--- src/servo_fault_pkg.sv ---
// Constants, register map, event table and state type of the servo fault reporter
// How it works
// - Encoder link checksum failure: code 18, hardware-cleared, brake on
// - Invalid absolute position: code 19, hardware-cleared, brake on
// - Encoder amplitude too low: code 20, hardware-cleared
// - Encoder frequency too high: code 21, hardware-cleared
// - Tracking error above limit: code 23, software-cleared
// - Velocity above limit: code 24, software-cleared
// - Power-on with input one low, check zero: 26
// - Selected temperature input overheat: code 29, brake off
// - Limit switch in ordinary move, enabled: code 30
// - Duplicate sequence label: code 33, software-cleared
// - Encoder supply fuse open: code 35, brake off
// - Jump or call label above 511: code 36
// - Sequence line above 8190: code 37
// - Register index beyond group maximum: code 38
// - Call stack overflow past 256: code 39, hardware
// - Bad validated parameters: codes 40, 41, hardware
// - Supervisory bus silence, when enabled: code 56
// - Duplicate node numbers on supervisory bus: code 59
package servo_fault_pkg;

    // Register byte offsets
    localparam logic [7:0] OFS_CTRL      = 8'h00;
    localparam logic [7:0] OFS_MONITOR   = 8'h04;
    localparam logic [7:0] OFS_STATUS    = 8'h08;
    localparam logic [7:0] OFS_MASK      = 8'h0C;
    localparam logic [7:0] OFS_TRACK_LIM = 8'h10;
    localparam logic [7:0] OFS_VEL_LIM   = 8'h14;
    localparam logic [7:0] OFS_LIM_CFG   = 8'h18;
    localparam logic [7:0] OFS_PWR_CHK   = 8'h1C;
    localparam logic [7:0] OFS_TEMP_CFG  = 8'h20;
    localparam logic [7:0] OFS_CFG_A     = 8'h24;
    localparam logic [7:0] OFS_CFG_B     = 8'h28;
    localparam logic [7:0] OFS_BUS_TO    = 8'h2C;
    localparam logic [7:0] OFS_DEPTH     = 8'h30;

    // Field positions
    localparam int CTRL_SW_RESET_BIT  = 0;
    localparam int LIM_CFG_ENABLE_BIT = 0;
    localparam int TEMP_ENABLE_BIT    = 0;
    localparam int TEMP_BUS_WD_BIT    = 1;
    localparam int TEMP_SEL_LSB       = 4;
    localparam int MON_HW_BIT         = 8;
    localparam int MON_BRAKE_BIT      = 9;

    // Reset values
    localparam logic [31:0] TRACK_LIM_RST = 32'h0000_1000;
    localparam logic [31:0] VEL_LIM_RST   = 32'h0001_0000;
    localparam logic [7:0]  LIM_CFG_RST   = 8'h00;
    localparam logic [7:0]  PWR_CHK_RST   = 8'h01;
    localparam logic [7:0]  TEMP_CFG_RST  = 8'h00;
    localparam logic [15:0] CFG_A_RST     = 16'h0000;
    localparam logic [15:0] CFG_B_RST     = 16'h0000;

    // Largest legal values
    localparam logic [15:0] CFG_A_MAX     = 16'h0003;
    localparam logic [15:0] CFG_B_MAX     = 16'h0003;
    localparam logic [15:0] LABEL_MAX     = 16'h01FF;
    localparam logic [15:0] LINE_MAX      = 16'h1FFE;
    localparam logic [8:0]  STACK_DEPTH   = 9'h100;

    // Supervisory bus silence time
    localparam int BUS_TIMEOUT_US     = 1000;
    localparam int CLK_MHZ            = 200;
    localparam int BUS_TIMEOUT_CYCLES = BUS_TIMEOUT_US * CLK_MHZ;

    // Error codes
    localparam int NUM_EV = 19;
    localparam logic [7:0] ERR_ENC_CRC   = 8'h12;
    localparam logic [7:0] ERR_ENC_POS   = 8'h13;
    localparam logic [7:0] ERR_ENC_AMPL  = 8'h14;
    localparam logic [7:0] ERR_ENC_FREQ  = 8'h15;
    localparam logic [7:0] ERR_TRACK     = 8'h17;
    localparam logic [7:0] ERR_SPEED     = 8'h18;
    localparam logic [7:0] ERR_PWR_IN    = 8'h1A;
    localparam logic [7:0] ERR_OVERTEMP  = 8'h1D;
    localparam logic [7:0] ERR_LIMIT     = 8'h1E;
    localparam logic [7:0] ERR_MULT_LAB  = 8'h21;
    localparam logic [7:0] ERR_FUSE      = 8'h23;
    localparam logic [7:0] ERR_LABEL     = 8'h24;
    localparam logic [7:0] ERR_SEQ_LINE  = 8'h25;
    localparam logic [7:0] ERR_REG_NUM   = 8'h26;
    localparam logic [7:0] ERR_STACK     = 8'h27;
    localparam logic [7:0] ERR_CFG_A     = 8'h28;
    localparam logic [7:0] ERR_CFG_B     = 8'h29;
    localparam logic [7:0] ERR_BUS_WD    = 8'h38;
    localparam logic [7:0] ERR_NODE_DUP  = 8'h3B;

    // Event index order: bit 0 has highest priority
    localparam logic [NUM_EV-1:0][7:0] EVENT_CODE = {
        ERR_NODE_DUP, ERR_BUS_WD, ERR_CFG_B, ERR_CFG_A, ERR_STACK,
        ERR_REG_NUM, ERR_SEQ_LINE, ERR_LABEL, ERR_FUSE, ERR_MULT_LAB,
        ERR_LIMIT, ERR_OVERTEMP, ERR_PWR_IN, ERR_SPEED, ERR_TRACK,
        ERR_ENC_FREQ, ERR_ENC_AMPL, ERR_ENC_POS, ERR_ENC_CRC};
    localparam logic [NUM_EV-1:0] EVENT_HW    = 19'h1_C00F;
    localparam logic [NUM_EV-1:0] EVENT_BRAKE = 19'h7_FB7F;

    typedef struct packed {
        logic [31:0]       prdata;
        logic              pready;
        logic              pslverr;
        logic              irq;
        logic [7:0]        code;
        logic              hw_class;
        logic              brake;
        logic [NUM_EV-1:0] status;
        logic [NUM_EV-1:0] mask;
        logic [31:0]       track_lim;
        logic [31:0]       vel_lim;
        logic [7:0]        lim_cfg;
        logic [7:0]        pwr_chk;
        logic [7:0]        temp_cfg;
        logic [15:0]       cfg_a;
        logic [15:0]       cfg_b;
        logic [31:0]       bus_to;
        logic [31:0]       bus_cnt;
        logic [8:0]        depth;
    } fault_state_t;

endpackage

--- src/servo_fault_code_reporter.sv ---
// Fault detection, error code monitor and APB register file of the servo controller
//
// Chosen here: the APB slave port and the address map.
`timescale 1ns/1ps
module servo_fault_code_reporter
    import servo_fault_pkg::*;
#(
    parameter logic [31:0] BUS_TIMEOUT = 32'(BUS_TIMEOUT_CYCLES)
)
(
    // Clock, reset, enable
    input  wire logic        CLK,
    input  wire logic        RST,
    input  wire logic        CE,
    // APB slave
    input  wire logic        PSEL,
    input  wire logic        PENABLE,
    input  wire logic        PWRITE,
    input  wire logic [7:0]  PADDR,
    input  wire logic [31:0] PWDATA,
    output logic      [31:0] PRDATA,
    output logic             PREADY,
    output logic             PSLVERR,
    // Encoder conditions
    input  wire logic        ENC_CRC_FAIL,
    input  wire logic        ENC_POS_INVALID,
    input  wire logic        ENC_AMPL_LOW,
    input  wire logic        ENC_FREQ_HIGH,
    input  wire logic        ENC_FUSE_OPEN,
    // Motion and I/O
    input  wire logic [31:0] TRACKING_ERROR,
    input  wire logic [31:0] VELOCITY,
    input  wire logic        POWER_ON_REQ,
    input  wire logic [15:0] DIGITAL_INPUTS,
    input  wire logic        MOVE_ACTIVE,
    input  wire logic        INDEX_HOMING_CMD,
    input  wire logic        LIMIT_SEARCH_CMD,
    input  wire logic        LIMIT_SWITCH_HIT,
    // Sequencer
    input  wire logic        LABEL_DUPLICATE,
    input  wire logic        JUMP_STROBE,
    input  wire logic [15:0] JUMP_LABEL,
    input  wire logic        SEQ_EXEC,
    input  wire logic [15:0] SEQ_LINE,
    input  wire logic        REG_ACCESS,
    input  wire logic [15:0] REG_INDEX,
    input  wire logic [15:0] REG_INDEX_MAX,
    input  wire logic        CALL_PUSH,
    input  wire logic        CALL_POP,
    // Supervisory bus
    input  wire logic        BUS_CMD,
    input  wire logic        NODE_DUPLICATE,
    // Fault outputs
    output logic      [7:0]  ERROR_CODE,
    output logic             ERROR_HW_CLASS,
    output logic             BRAKE_ON,
    output logic             IRQ
);

    fault_state_t s;
    fault_state_t next_s;

    logic [NUM_EV-1:0] ev;
    logic              wr_en;
    logic              setup;
    logic              sw_reset;
    logic              temp_hot;
    logic [4:0]        pick;

    function automatic logic [31:0] magnitude(input logic [31:0] v);
        return v[31] ? 32'(-v) : v;
    endfunction

    function automatic logic [4:0] first_event(input logic [NUM_EV-1:0] e);
        logic [4:0] idx;
        idx = 5'h00;
        for (int i = NUM_EV - 1; i >= 0; i--)
        begin
            if (e[i])
                idx = 5'(i);
        end
        return idx;
    endfunction

    assign setup    = PSEL && !PENABLE;
    assign wr_en    = PSEL && PENABLE && PWRITE && s.pready;
    assign sw_reset = wr_en && (PADDR == OFS_CTRL) && PWDATA[CTRL_SW_RESET_BIT];
    assign temp_hot = s.temp_cfg[TEMP_ENABLE_BIT]
                      && DIGITAL_INPUTS[s.temp_cfg[TEMP_SEL_LSB +: 4]];
    assign pick     = first_event(ev);

    // Fault event detection
    always_comb
    begin
        ev     = '0;
        ev[0]  = ENC_CRC_FAIL;
        ev[1]  = ENC_POS_INVALID;
        ev[2]  = ENC_AMPL_LOW;
        ev[3]  = ENC_FREQ_HIGH;
        ev[4]  = magnitude(TRACKING_ERROR) > s.track_lim;
        ev[5]  = magnitude(VELOCITY) > s.vel_lim;
        ev[6]  = POWER_ON_REQ && !DIGITAL_INPUTS[0] && (s.pwr_chk == 8'h00);
        ev[7]  = temp_hot;
        ev[8]  = s.lim_cfg[LIM_CFG_ENABLE_BIT] && MOVE_ACTIVE && LIMIT_SWITCH_HIT
                 && !INDEX_HOMING_CMD && !LIMIT_SEARCH_CMD;
        ev[9]  = LABEL_DUPLICATE;
        ev[10] = ENC_FUSE_OPEN;
        ev[11] = JUMP_STROBE && (JUMP_LABEL > LABEL_MAX);
        ev[12] = SEQ_EXEC && (SEQ_LINE > LINE_MAX);
        ev[13] = REG_ACCESS && (REG_INDEX > REG_INDEX_MAX);
        ev[14] = CALL_PUSH && !CALL_POP && (s.depth == STACK_DEPTH);
        ev[15] = s.cfg_a > CFG_A_MAX;
        ev[16] = s.cfg_b > CFG_B_MAX;
        ev[17] = s.temp_cfg[TEMP_BUS_WD_BIT] && !BUS_CMD
                 && (s.bus_cnt >= s.bus_to);
        ev[18] = NODE_DUPLICATE;
    end

    // Next-state logic
    always_comb
    begin
        next_s = s;

        // APB: ready one cycle after setup, cleared after the access
        next_s.pready  = 1'b0;
        next_s.pslverr = 1'b0;
        if (setup)
        begin
            next_s.pready = 1'b1;
            next_s.prdata = 32'h0000_0000;
            unique case (PADDR)
                OFS_CTRL:      next_s.prdata = 32'h0000_0000;
                OFS_MONITOR:   next_s.prdata = {22'h00_0000, s.brake, s.hw_class, s.code};
                OFS_STATUS:    next_s.prdata = {13'h0000, s.status};
                OFS_MASK:      next_s.prdata = {13'h0000, s.mask};
                OFS_TRACK_LIM: next_s.prdata = s.track_lim;
                OFS_VEL_LIM:   next_s.prdata = s.vel_lim;
                OFS_LIM_CFG:   next_s.prdata = {24'h00_0000, s.lim_cfg};
                OFS_PWR_CHK:   next_s.prdata = {24'h00_0000, s.pwr_chk};
                OFS_TEMP_CFG:  next_s.prdata = {24'h00_0000, s.temp_cfg};
                OFS_CFG_A:     next_s.prdata = {16'h0000, s.cfg_a};
                OFS_CFG_B:     next_s.prdata = {16'h0000, s.cfg_b};
                OFS_BUS_TO:    next_s.prdata = s.bus_to;
                OFS_DEPTH:     next_s.prdata = {23'h00_0000, s.depth};
                default:       next_s.pslverr = 1'b1;
            endcase
        end

        // Register writes
        if (wr_en)
        begin
            unique case (PADDR)
                OFS_STATUS:    next_s.status    = s.status & ~PWDATA[NUM_EV-1:0];
                OFS_MASK:      next_s.mask      = PWDATA[NUM_EV-1:0];
                OFS_TRACK_LIM: next_s.track_lim = PWDATA;
                OFS_VEL_LIM:   next_s.vel_lim   = PWDATA;
                OFS_LIM_CFG:   next_s.lim_cfg   = PWDATA[7:0];
                OFS_PWR_CHK:   next_s.pwr_chk   = PWDATA[7:0];
                OFS_TEMP_CFG:  next_s.temp_cfg  = PWDATA[7:0];
                OFS_CFG_A:     next_s.cfg_a     = PWDATA[15:0];
                OFS_CFG_B:     next_s.cfg_b     = PWDATA[15:0];
                OFS_BUS_TO:    next_s.bus_to    = PWDATA;
                default:       next_s.status    = s.status;
            endcase
        end

        // Sticky status: a new event wins over a write-one clear
        next_s.status = next_s.status | ev;

        // Call stack depth tracking
        if (CALL_PUSH && !CALL_POP && (s.depth != STACK_DEPTH))
            next_s.depth = s.depth + 9'h001;
        else if (CALL_POP && !CALL_PUSH && (s.depth != 9'h000))
            next_s.depth = s.depth - 9'h001;

        // Supervisory bus silence counter, restarted by each command
        if (BUS_CMD || !s.temp_cfg[TEMP_BUS_WD_BIT] || sw_reset)
            next_s.bus_cnt = 32'h0000_0000;
        else if (s.bus_cnt != 32'hFFFF_FFFF)
            next_s.bus_cnt = s.bus_cnt + 32'h0000_0001;

        // Software reset clears only software-class codes
        if (sw_reset && !s.hw_class)
        begin
            next_s.code  = 8'h00;
            next_s.brake = 1'b0;
        end

        // Latch the highest-priority event into an empty monitor
        if ((next_s.code == 8'h00) && (ev != '0))
        begin
            next_s.code     = EVENT_CODE[pick];
            next_s.hw_class = EVENT_HW[pick];
            next_s.brake    = EVENT_BRAKE[pick];
        end
        else if (next_s.code == 8'h00)
        begin
            next_s.hw_class = 1'b0;
        end

        next_s.irq = |(next_s.status & next_s.mask);
    end

    always_ff @(posedge CLK)
    begin
        if (RST)
        begin
            s           <= '0;
            s.track_lim <= TRACK_LIM_RST;
            s.vel_lim   <= VEL_LIM_RST;
            s.lim_cfg   <= LIM_CFG_RST;
            s.pwr_chk   <= PWR_CHK_RST;
            s.temp_cfg  <= TEMP_CFG_RST;
            s.cfg_a     <= CFG_A_RST;
            s.cfg_b     <= CFG_B_RST;
            s.bus_to    <= BUS_TIMEOUT;
        end
        else if (CE)
        begin
            s <= next_s;
        end
    end

    assign PRDATA         = s.prdata;
    assign PREADY         = s.pready;
    assign PSLVERR        = s.pslverr;
    assign ERROR_CODE     = s.code;
    assign ERROR_HW_CLASS = s.hw_class;
    assign BRAKE_ON       = s.brake;
    assign IRQ            = s.irq;

    AST_CRC_CODE: assert property (@(posedge CLK) disable iff (RST)
        (CE && s.code == 8'h00 && ENC_CRC_FAIL)
        |=> (ERROR_CODE == ERR_ENC_CRC) && ERROR_HW_CLASS && BRAKE_ON)
        else $error("checksum failure did not raise code 18");

    AST_TRACK_SET: assert property (@(posedge CLK) disable iff (RST)
        (CE && magnitude(TRACKING_ERROR) > s.track_lim) |=> s.status[4])
        else $error("tracking error not flagged");

    AST_SPEED_SET: assert property (@(posedge CLK) disable iff (RST)
        (CE && magnitude(VELOCITY) > s.vel_lim) |=> s.status[5])
        else $error("overspeed not flagged");

    AST_PWR_IN: assert property (@(posedge CLK) disable iff (RST)
        (CE && POWER_ON_REQ && !DIGITAL_INPUTS[0] && s.pwr_chk == 8'h00 && s.code == 8'h00
         && ev[5:0] == 6'h00)
        |=> ERROR_CODE == ERR_PWR_IN && !ERROR_HW_CLASS)
        else $error("power-on input check did not raise code 26");

    AST_LIMIT_HOMING: assert property (@(posedge CLK) disable iff (RST)
        (CE && !s.status[8] && (INDEX_HOMING_CMD || LIMIT_SEARCH_CMD)
         && !(wr_en && PADDR == OFS_STATUS))
        |=> !s.status[8])
        else $error("limit switch flagged during homing or search");

    AST_LABEL_RANGE: assert property (@(posedge CLK) disable iff (RST)
        (CE && JUMP_STROBE && JUMP_LABEL > LABEL_MAX) |=> s.status[11])
        else $error("jump label above 511 not flagged");

    AST_LINE_RANGE: assert property (@(posedge CLK) disable iff (RST)
        (CE && SEQ_EXEC && SEQ_LINE == LINE_MAX && !s.status[12]
         && !(wr_en && PADDR == OFS_STATUS))
        |=> !s.status[12])
        else $error("line 8190 wrongly flagged");

    AST_STACK_OVF: assert property (@(posedge CLK) disable iff (RST)
        (CE && CALL_PUSH && !CALL_POP && s.depth == STACK_DEPTH)
        |=> s.status[14] && s.depth == STACK_DEPTH)
        else $error("stack overflow not flagged");

    AST_BUS_SILENCE: assert property (@(posedge CLK) disable iff (RST)
        (CE && s.temp_cfg[TEMP_BUS_WD_BIT] && !BUS_CMD && s.bus_cnt >= s.bus_to)
        |=> s.status[17])
        else $error("supervisory bus silence not flagged");

    AST_HW_HOLD: assert property (@(posedge CLK) disable iff (RST)
        (s.hw_class && s.code != 8'h00) |=> $stable(ERROR_CODE) && ERROR_HW_CLASS)
        else $error("hardware-class code changed without hardware reset");

    AST_SW_CLEAR: assert property (@(posedge CLK) disable iff (RST)
        (CE && sw_reset && !s.hw_class && ev == '0) |=> ERROR_CODE == 8'h00 && !BRAKE_ON)
        else $error("software reset did not clear software-class code");

    AST_IRQ_LEVEL: assert property (@(posedge CLK) disable iff (RST)
        IRQ == |(s.status & s.mask))
        else $error("interrupt does not follow masked status");

endmodule

--- config.mk ---
export PLATFORM = sky130hd
export DESIGN_NAME = servo_fault_code_reporter
export DESIGN_NICKNAME = d
export VERILOG_FILES = /design/src/servo_fault_pkg.sv /design/src/servo_fault_code_reporter.sv
export SDC_FILE = /design/constraint.sdc
export NUM_CORES = 1
export LEC_CHECK = 0
export BUFFER_PORTS_ARGS = -buffer_cell sky130_fd_sc_hd__buf_2
export CAP_MARGIN = 15
export CORE_MARGIN = 5
export CORE_UTILIZATION = 40
export DETAILED_ROUTE_END_ITERATION = 7
export GPL_ROUTABILITY_DRIVEN = 1
export SLEW_MARGIN = 20
export SYNTH_ARGS = -nofsm -noshare
export SYNTH_HDL_FRONTEND = slang
export SYNTH_SLANG_ARGS = --single-unit
--- constraint.sdc ---
create_clock -name CLK -period 8.6 [get_ports CLK]
set_input_delay 0.86 -clock CLK [delete_from_list [all_inputs] [get_ports CLK]]
set_output_delay 0.86 -clock CLK [all_outputs]
set_load 0.02 [all_outputs]
==> results.md, run 1 <==
* I/O pin cnt at 253
* Largest net degree at the start of global routing at 94
* Cell row count at 75
* Final ANT Viol Nets at 0
* GRT Overall Usage at 0.238
* Die H at 216 um
* Cell leakage power at 7.32 nW
* Worst slew pin tran at 1.13 ns
* Fraction of registers with async set/reset at 0
* Number of library cell types mapped by synthesis at 68
* Post_cts resized at 0
* Final core occ at 0.460
* Cells on worst reg2reg path at 16
* TritonRoute pass-1 iters at 6
* Post-synth EDFFs at 0
* Critical path launch point type: input pin
* Primary FF master, synth: dfxtp_1
* Vias in the first global route at 16300
* Required time worst endpoint at 9.07 ns
* Dpl hpwl at 43400 um
* Sequential element share of the synthesized area at 0.326
* Routed WL per cell at 19.8 um
* Slew headroom at 0.241
* Wirelength, routed at 58000 um
* Synthesized area at 16900 um^2
* HP Class: reg2reg
* PwrDens at 161 nW/um^2
* Fin crit share at 0.780
* Die area at 46600 um^2
* Fill count at 4236
* TritonCTS clock tree: yes
* Core box area at 41900 um^2
* RSZ-0062 raised after global routing: no
* CTS Buf Count at 30
* Initial antenna violation count at 4
* Initial DRC count at 1459
* GRT overflow at 0
* Routability-driven placement congestion ratio at 0.902
* Avg Inst Size Synth at 7.58 um^2
* Syn nets at 2571
* Die width at 216 um
* Setup TNS at 0 ns
* Cell depth of the worst min-delay path at 2
* Total power at 3.10 mW
* First-pass GRT wire length at 90000 um
* Cell count after placement at 2876
* Crit Path Category: in2reg
* Syn Inst Count at 2235
* Worst-path fanout max at 9
* # setup viols final at 0
* DRC Markers at 0
* VDD IR max at 0.152 mV
* Post-Layout Cell Count at 2935
* Max_cap viols at 0
* CTS clock-pin slew for the worst setup and hold paths at 0.06 ns
* Outcome: finished clean
* Cts-stage hold buffer count at 0
* Post-CTS Setup Bufs at 0
* Max Buffers Root-to-Sink at 3
* Htree depth at 1
* Worst-Skew Late Latency at 0.58 ns
* WP data arrival at 7.18 ns
* Layout area overhead at 13.8%
* Final Skew at 0.0283 ns
* Nets at 2706
* Vias per Instance at 5.70
* Count of input and output buffers at 243
* Yosys reg bits at 276
* Synth warn at 0
* Crit path time final at 6.71 ns
* # clock sinks at 276
* Fraction of layout cells with a size suffix above 1 at 0.142
* CTS Root Cell: clkbuf_16
* Via count at 16700
* Crit path capture type: register
* Starting density of the core at 0.404
* F_max at 149 MHz
* Max Slew Vio Count at 0
* Hold Fails Final Rpt at 0
worst paths after layout:
path	start	endpoint	slack [ns]
setup / recovery	VELOCITY[1]	ERROR_CODE[1]	1.89
hold / removal	s[90]	s[90]	0.46
setup reg to reg	s[42]	ERROR_CODE[1]	4.05
hold reg to reg	s[90]	s[90]	0.46
per-layer routing:
| layer | up-vias | global-route usage | part of all wire |
|---|---|---|---|
| li1 | 8111 | - | - |
| met1 | 7881 | 0.307 | 0.42 |
| met2 | 619 | 0.407 | 0.47 |
| met3 | 118 | 0.0355 | 0.068 |
| met4 | 0 | 0.0798 | 0.037 |
| met5 | - | 0.00417 | 0 |
flip-flops by register name, indices dropped and copies added, names as in the netlist:
| name | cells |
|---|---|
| BRAKE_ON | 1 |
| ERROR_CODE | 8 |
| ERROR_HW_CLASS | 1 |
| IRQ | 1 |
| PRDATA | 32 |
| PREADY | 1 |
| PSLVERR | 1 |
| s | 231 |
stage by stage:
step	cell area [um^2]	setup slack, ns	hold slack [ns]
2_1_floorplan	16900	2.37	0.434
3_3_place_gp	18300	1.54	0.442
3_5_place_dp	18300	1.38	0.448
4_1_cts	19200	1.98	0.457
5_1_grt	19300	1.51	0.470
6_report	19300	1.89	0.455
worst max-delay path: stages:
cell and delay, ns:
buf_2 0.11, nor3_2 0.17, nand2_1 0.09, or3_4 0.34, nand2b_4 0.16, or3_4 0.34
or4_4 0.44, or4_4 0.54, o41ai_2 0.32, xnor2_1 0.11, ha_1 0.30, nand4_1 0.17
nor3_1 0.51, nor2_1 0.08, a211o_1 0.47, nand2_1 0.22, nor3_1 0.11, o41ai_2 0.82
ha_1 0.40, inv_1 0.08, a21oi_1 0.06, a21oi_1 0.15, nand2_1 0.06, a32o_1 0.26
placed cells by master, fill, tap and decap left out, types with 25 or more instances in the layout:
cell         n
ha_1       127
nor2_1     155
a22oi_1     58
buf_2      242
dfxtp_1    276
a21oi_1    250
nor4_1      26
o21ai_0     47
xor2_1      27
nand2_1    449
a222oi_1    25
inv_1      137
xnor2_1     69
clkbuf_16   30
mux2i_1     27
buf_4       25
nand3_1     63
a211oi_1    30
nand4_1     31
area by class of cell:
class | instances | area, um^2 | share of cell area
clock inverters | 14 | 139 | 0.00720
multi-input cells | 1656 | 10100 | 0.526
well taps | 539 | 674 | 0.0350
inverters | 137 | 514 | 0.0267
repair buffers | 269 | 1440 | 0.0746
diodes | 4 | 10.0 | 0.000519
flip-flops and latches | 276 | 5530 | 0.287
clock buffers | 40 | 838 | 0.0435
power by group:
group	switching (mW)	total (mW)	internal, mW
registers	0.0346	1.34	1.31
clock network	0.549	1.29	0.744
logic	0.274	0.466	0.192
total	0.858	3.10	2.24
kinds of logic after synthesis:
kind of cell | synth area share
XOR/XNOR | 0.0496
AND/OR/NAND/NOR | 0.227
multiplexers | 0.0193
adder cells (fa/ha/maj) | 0.0950
buffers and inverters | 0.0761
AO/OA/AOI/OAI | 0.207
flip-flops | 0.326
Yosys cell counts, types with 9 or more instances:
cell type  instances  share of area
a2111oi_0         10         0.0052
a211oi_1          30          0.013
a21oi_1          250          0.074
a221oi_1          14         0.0072
a222oi_1          25          0.015
a22o_1            10         0.0052
a22oi_1           58          0.026
and4_1            10         0.0052
buf_4             40          0.018
clkbuf_1         118          0.026
dfxtp_1          276           0.33
ha_1             127          0.094
inv_1            137          0.030
mux2i_1           27          0.016
nand2_1          449           0.10
nand2b_1          15         0.0055
nand3_1           63          0.019
nand3b_1          18         0.0080
nand4_1           31          0.011
nor2_1           159          0.035
nor3_1            24         0.0071
nor4_1            26         0.0096
o211ai_1          11         0.0049
o21ai_0           47          0.014
o22ai_1           10         0.0037
o31ai_1           17         0.0075
o41ai_1            9         0.0047
or3_1              9         0.0033
or4_1             14         0.0062
xnor2_1           69          0.036
xor2_1            27          0.014
Note: power is estimated with default switching activity, not from simulation.
==> run 2, diff against run 1 <==
==> constraint.sdc (replaced) <==
create_clock -name CLK -period 6.55 [get_ports CLK]
set_input_delay 0.655 -clock CLK [delete_from_list [all_inputs] [get_ports CLK]]
set_output_delay 0.655 -clock CLK [all_outputs]
set_load 0.02 [all_outputs]
==> run 2 against run 1 <==
Effect of this change:
- register-to-register slack lost 1.6 ns
- routed wire length grew 1.6%
- via count grew 1.0%
- non-clock buffer count grew 17
- cell count grew 0.55%
- cell area grew 1.0%
- critical path depth grew 2
- clock skew shrank 0.017 ns
- sequential share of layout area shrank 0.29 points
- largest power group is now the clock network
- sequential power grew 31%
- global-route usage grew 0.20 points
==> results.md, run 2 (synthesis results as in run 1) <==
* Outcome: finished clean (unchanged)
* Required time worst endpoint at 7.01 ns (was 9.07 ns)
* I/O pin cnt at 253 (unchanged)
* Initial DRC count at 1482 (was 1459)
* Max_cap viols at 0 (unchanged)
* R2r setup slk at 2.42 ns (was 4.05 ns)
* Vias in the first global route at 16000 (was 16300)
* Commonest non-fill, non-tap cells in the layout: nand2_1, dfxtp_1, a21oi_1 (unchanged)
* Cell leakage power at 7.42 nW (was 7.32 nW)
* Dpl hpwl at 44000 um (was 43400 um)
* Largest net degree at the start of global routing at 128 (was 94)
* Cell depth of the worst min-delay path at 3 (was 2)
* Htree depth at 1 (unchanged)
* Hold Crit Endpoint: s[153] (was s[90])
* Total power at 4.17 mW (was 3.10 mW)
* VDD IR max at 0.189 mV (was 0.152 mV)
* Fin crit share at 0.923
* Max Buffers Root-to-Sink at 3 (unchanged)
* Post-Layout Cell Count at 2951 (was 2935)
* RSZ-0062 raised after global routing: no (unchanged)
* Wirelength, routed at 58900 um (was 58000 um)
* Count of input and output buffers at 243 (unchanged)
* Die H at 216 um (unchanged)
* Family with the most delay on the worst path: simple AND/OR/NAND/NOR gates (unchanged)
* CTS Buf Count at 30 (unchanged)
* GRT Overall Usage at 0.240 (was 0.238)
* Critical path's largest stage delay at 0.53 ns (was 0.82 ns)
* Max Slew Vio Count at 0 (unchanged)
* Fill count at 4208 (was 4236)
* Nets at 2723 (was 2706)
* Routed WL per cell at 20.0 um (was 19.8 um)
* Layout area overhead at 15.0% (was 13.8%)
* Net Sw Frac at 0.272 (was 0.277)
* Cts-stage hold buffer count at 0 (unchanged)
* Cell row count at 75 (unchanged)
* F_max at 165 MHz
* Critical hold path startpoint: PWDATA[24] (was s[90])
* Net Switching at 1.14 mW (was 858 uW)
* Final core occ at 0.464 (was 0.460)
* Hold Fails Final Rpt at 0 (unchanged)
* Worst-Skew Late Latency at 0.57 ns (was 0.58 ns)
* Most common cell after layout, fill and taps aside: nand2_1 (unchanged)
* Final Skew at 0.0115 ns (was 0.0283 ns)
* Die area at 46600 um^2 (unchanged)
* HP Class: in2reg (was reg2reg)
* CTS Root Cell: clkbuf_16 (unchanged)
* CP Depth at 26 (was 24)
* Worst-path fanout max at 6 (was 9)
* R2r startpoint: s[72] (was s[42])
* Place WS at -0.0762 ns (was 1.38 ns)
* Final setup margin at 0.505 ns (was 1.89 ns)
* Seq pwr share at 0.422 (was 0.433)
* Cell count after placement at 2893 (was 2876)
* GRT overflow at 0 (unchanged)
* Crit-path slowest cell: or4_4 (was o41ai_2)
* Crit path time final at 6.05 ns
* Via count at 16900 (was 16700)
* Die width at 216 um (unchanged)
* Design area at 19500 um^2 (was 19300 um^2)
* DRC Markers at 0 (unchanged)
* Final ANT Viol Nets at 0 (unchanged)
* Area post-placement at 18400 um^2 (was 18300 um^2)
* PwrDens at 214 nW/um^2 (was 161 nW/um^2)
* Internal at 3.03 mW (was 2.24 mW)
* Combinational share of power at 0.152 (was 0.150)
* CTS clock-pin slew for the worst setup and hold paths at 0.06 ns (about the same)
* Most flop-heavy register: s (unchanged)
* Cells on worst reg2reg path at 16 (unchanged)
* Routability-driven placement congestion ratio at 0.918 (was 0.902)
* Post-CTS Setup Bufs at 0 (unchanged)
* Post_cts resized at 0 (unchanged)
* Initial antenna violation count at 3 (was 4)
* Crit path capture type: register (unchanged)
* Core box area at 41900 um^2 (unchanged)
* # setup viols final at 0 (unchanged)
* First-pass GRT wire length at 90000 um (about the same)
* Reg-to-reg critical path endpoint: ERROR_CODE[1] (unchanged)
* Clock share of power at 0.426 (was 0.417)
* WP data arrival at 6.51 ns (was 7.18 ns)
* CP most frequent cell: nand2_1 (unchanged)
* TritonCTS clock tree: yes (unchanged)
* Crit Path Category: in2reg (unchanged)
* Slew headroom at 0.323 (was 0.241)
* Max FFs per register at 231 (unchanged)
* Fraction of layout cells with a size suffix above 1 at 0.149 (was 0.142)
* Worst slew pin tran at 0.990 ns (was 1.13 ns)
* Vias per Instance at 5.73 (was 5.70)
* Critical path launch point type: input pin (unchanged)
* TritonRoute pass-1 iters at 6 (unchanged)
* Critical path buffers and inverters at 2 (unchanged)
* # clock sinks at 276 (unchanged)
* Starting density of the core at 0.404 (unchanged)
-- run 2: cell types whose count changed in the layout (fill, tap and decap cells not counted), sizes merged --
| cell | change |
|---|---|
| diode | -2 |
| clkbuf | +7 |
| inv | -1 |
| buf | +17 |
| clkinv | -7 |
| clkinvlp | +2 |
-- run 2: cell type report --
cell class | instances | area [um^2] | share of cell area
sequential | 276 | 5530 | 0.284
timing repair buffer | 286 | 1570 | 0.0806
multi-input combinational | 1656 | 10100 | 0.521
inverter | 137 | 514 | 0.0264
clock buffer | 47 | 936 | 0.0481
tap | 539 | 674 | 0.0346
clock inverter | 8 | 103 | 0.00527
antenna | 2 | 5.00 | 0.000257
-- run 2: routing by layer --
layer	part of all wire	vias up	global-route usage
met5	0.00022	-	0
met4	0.045	2	0.0928
met3	0.071	134	0.0398
met2	0.46	651	0.397
met1	0.42	7953	0.313
li1	-	8160	-
-- run 2: worst max path at each step --
| stage | start | end | slack (ns) |
|---|---|---|---|
| 6_report | VELOCITY[1] | ERROR_CODE[1] | 0.50 |
| 5_1_grt | VELOCITY[1] | ERROR_CODE[1] | 0.16 |
| 4_1_cts | VELOCITY[1] | ERROR_CODE[1] | 0.50 |
| 3_5_place_dp | VELOCITY[1] | ERROR_CODE[1] | -0.08 |
| 3_3_place_gp | VELOCITY[1] | ERROR_CODE[1] | 0.008 |
| 2_1_floorplan | VELOCITY[1] | ERROR_CODE[1] | 0.52 |
-- run 2: worst min-delay path: stages --
cell and delay [ns]:
buf_2 0.11, nand2_1 0.05, a21oi_1 0.05
-- run 2: metrics by stage --
step | setup TNS [ns] | hold slack [ns]
2_1_floorplan | 0 | 0.434
3_3_place_gp | 0 | 0.440
3_5_place_dp | -0.0817 | 0.445
4_1_cts | 0 | 0.328
5_1_grt | 0 | 0.347
6_report | 0 | 0.344
-- run 2: power by group through the flow --
stage	logic, mW	clock network [mW]	registers, mW
after floorplan	0.415	0	1.78
after global placement	0.609	0	1.80
after detailed placement	0.625	0	1.80
after CTS	0.630	1.80	1.76
after global routing	0.708	1.87	1.76
final	0.632	1.78	1.76
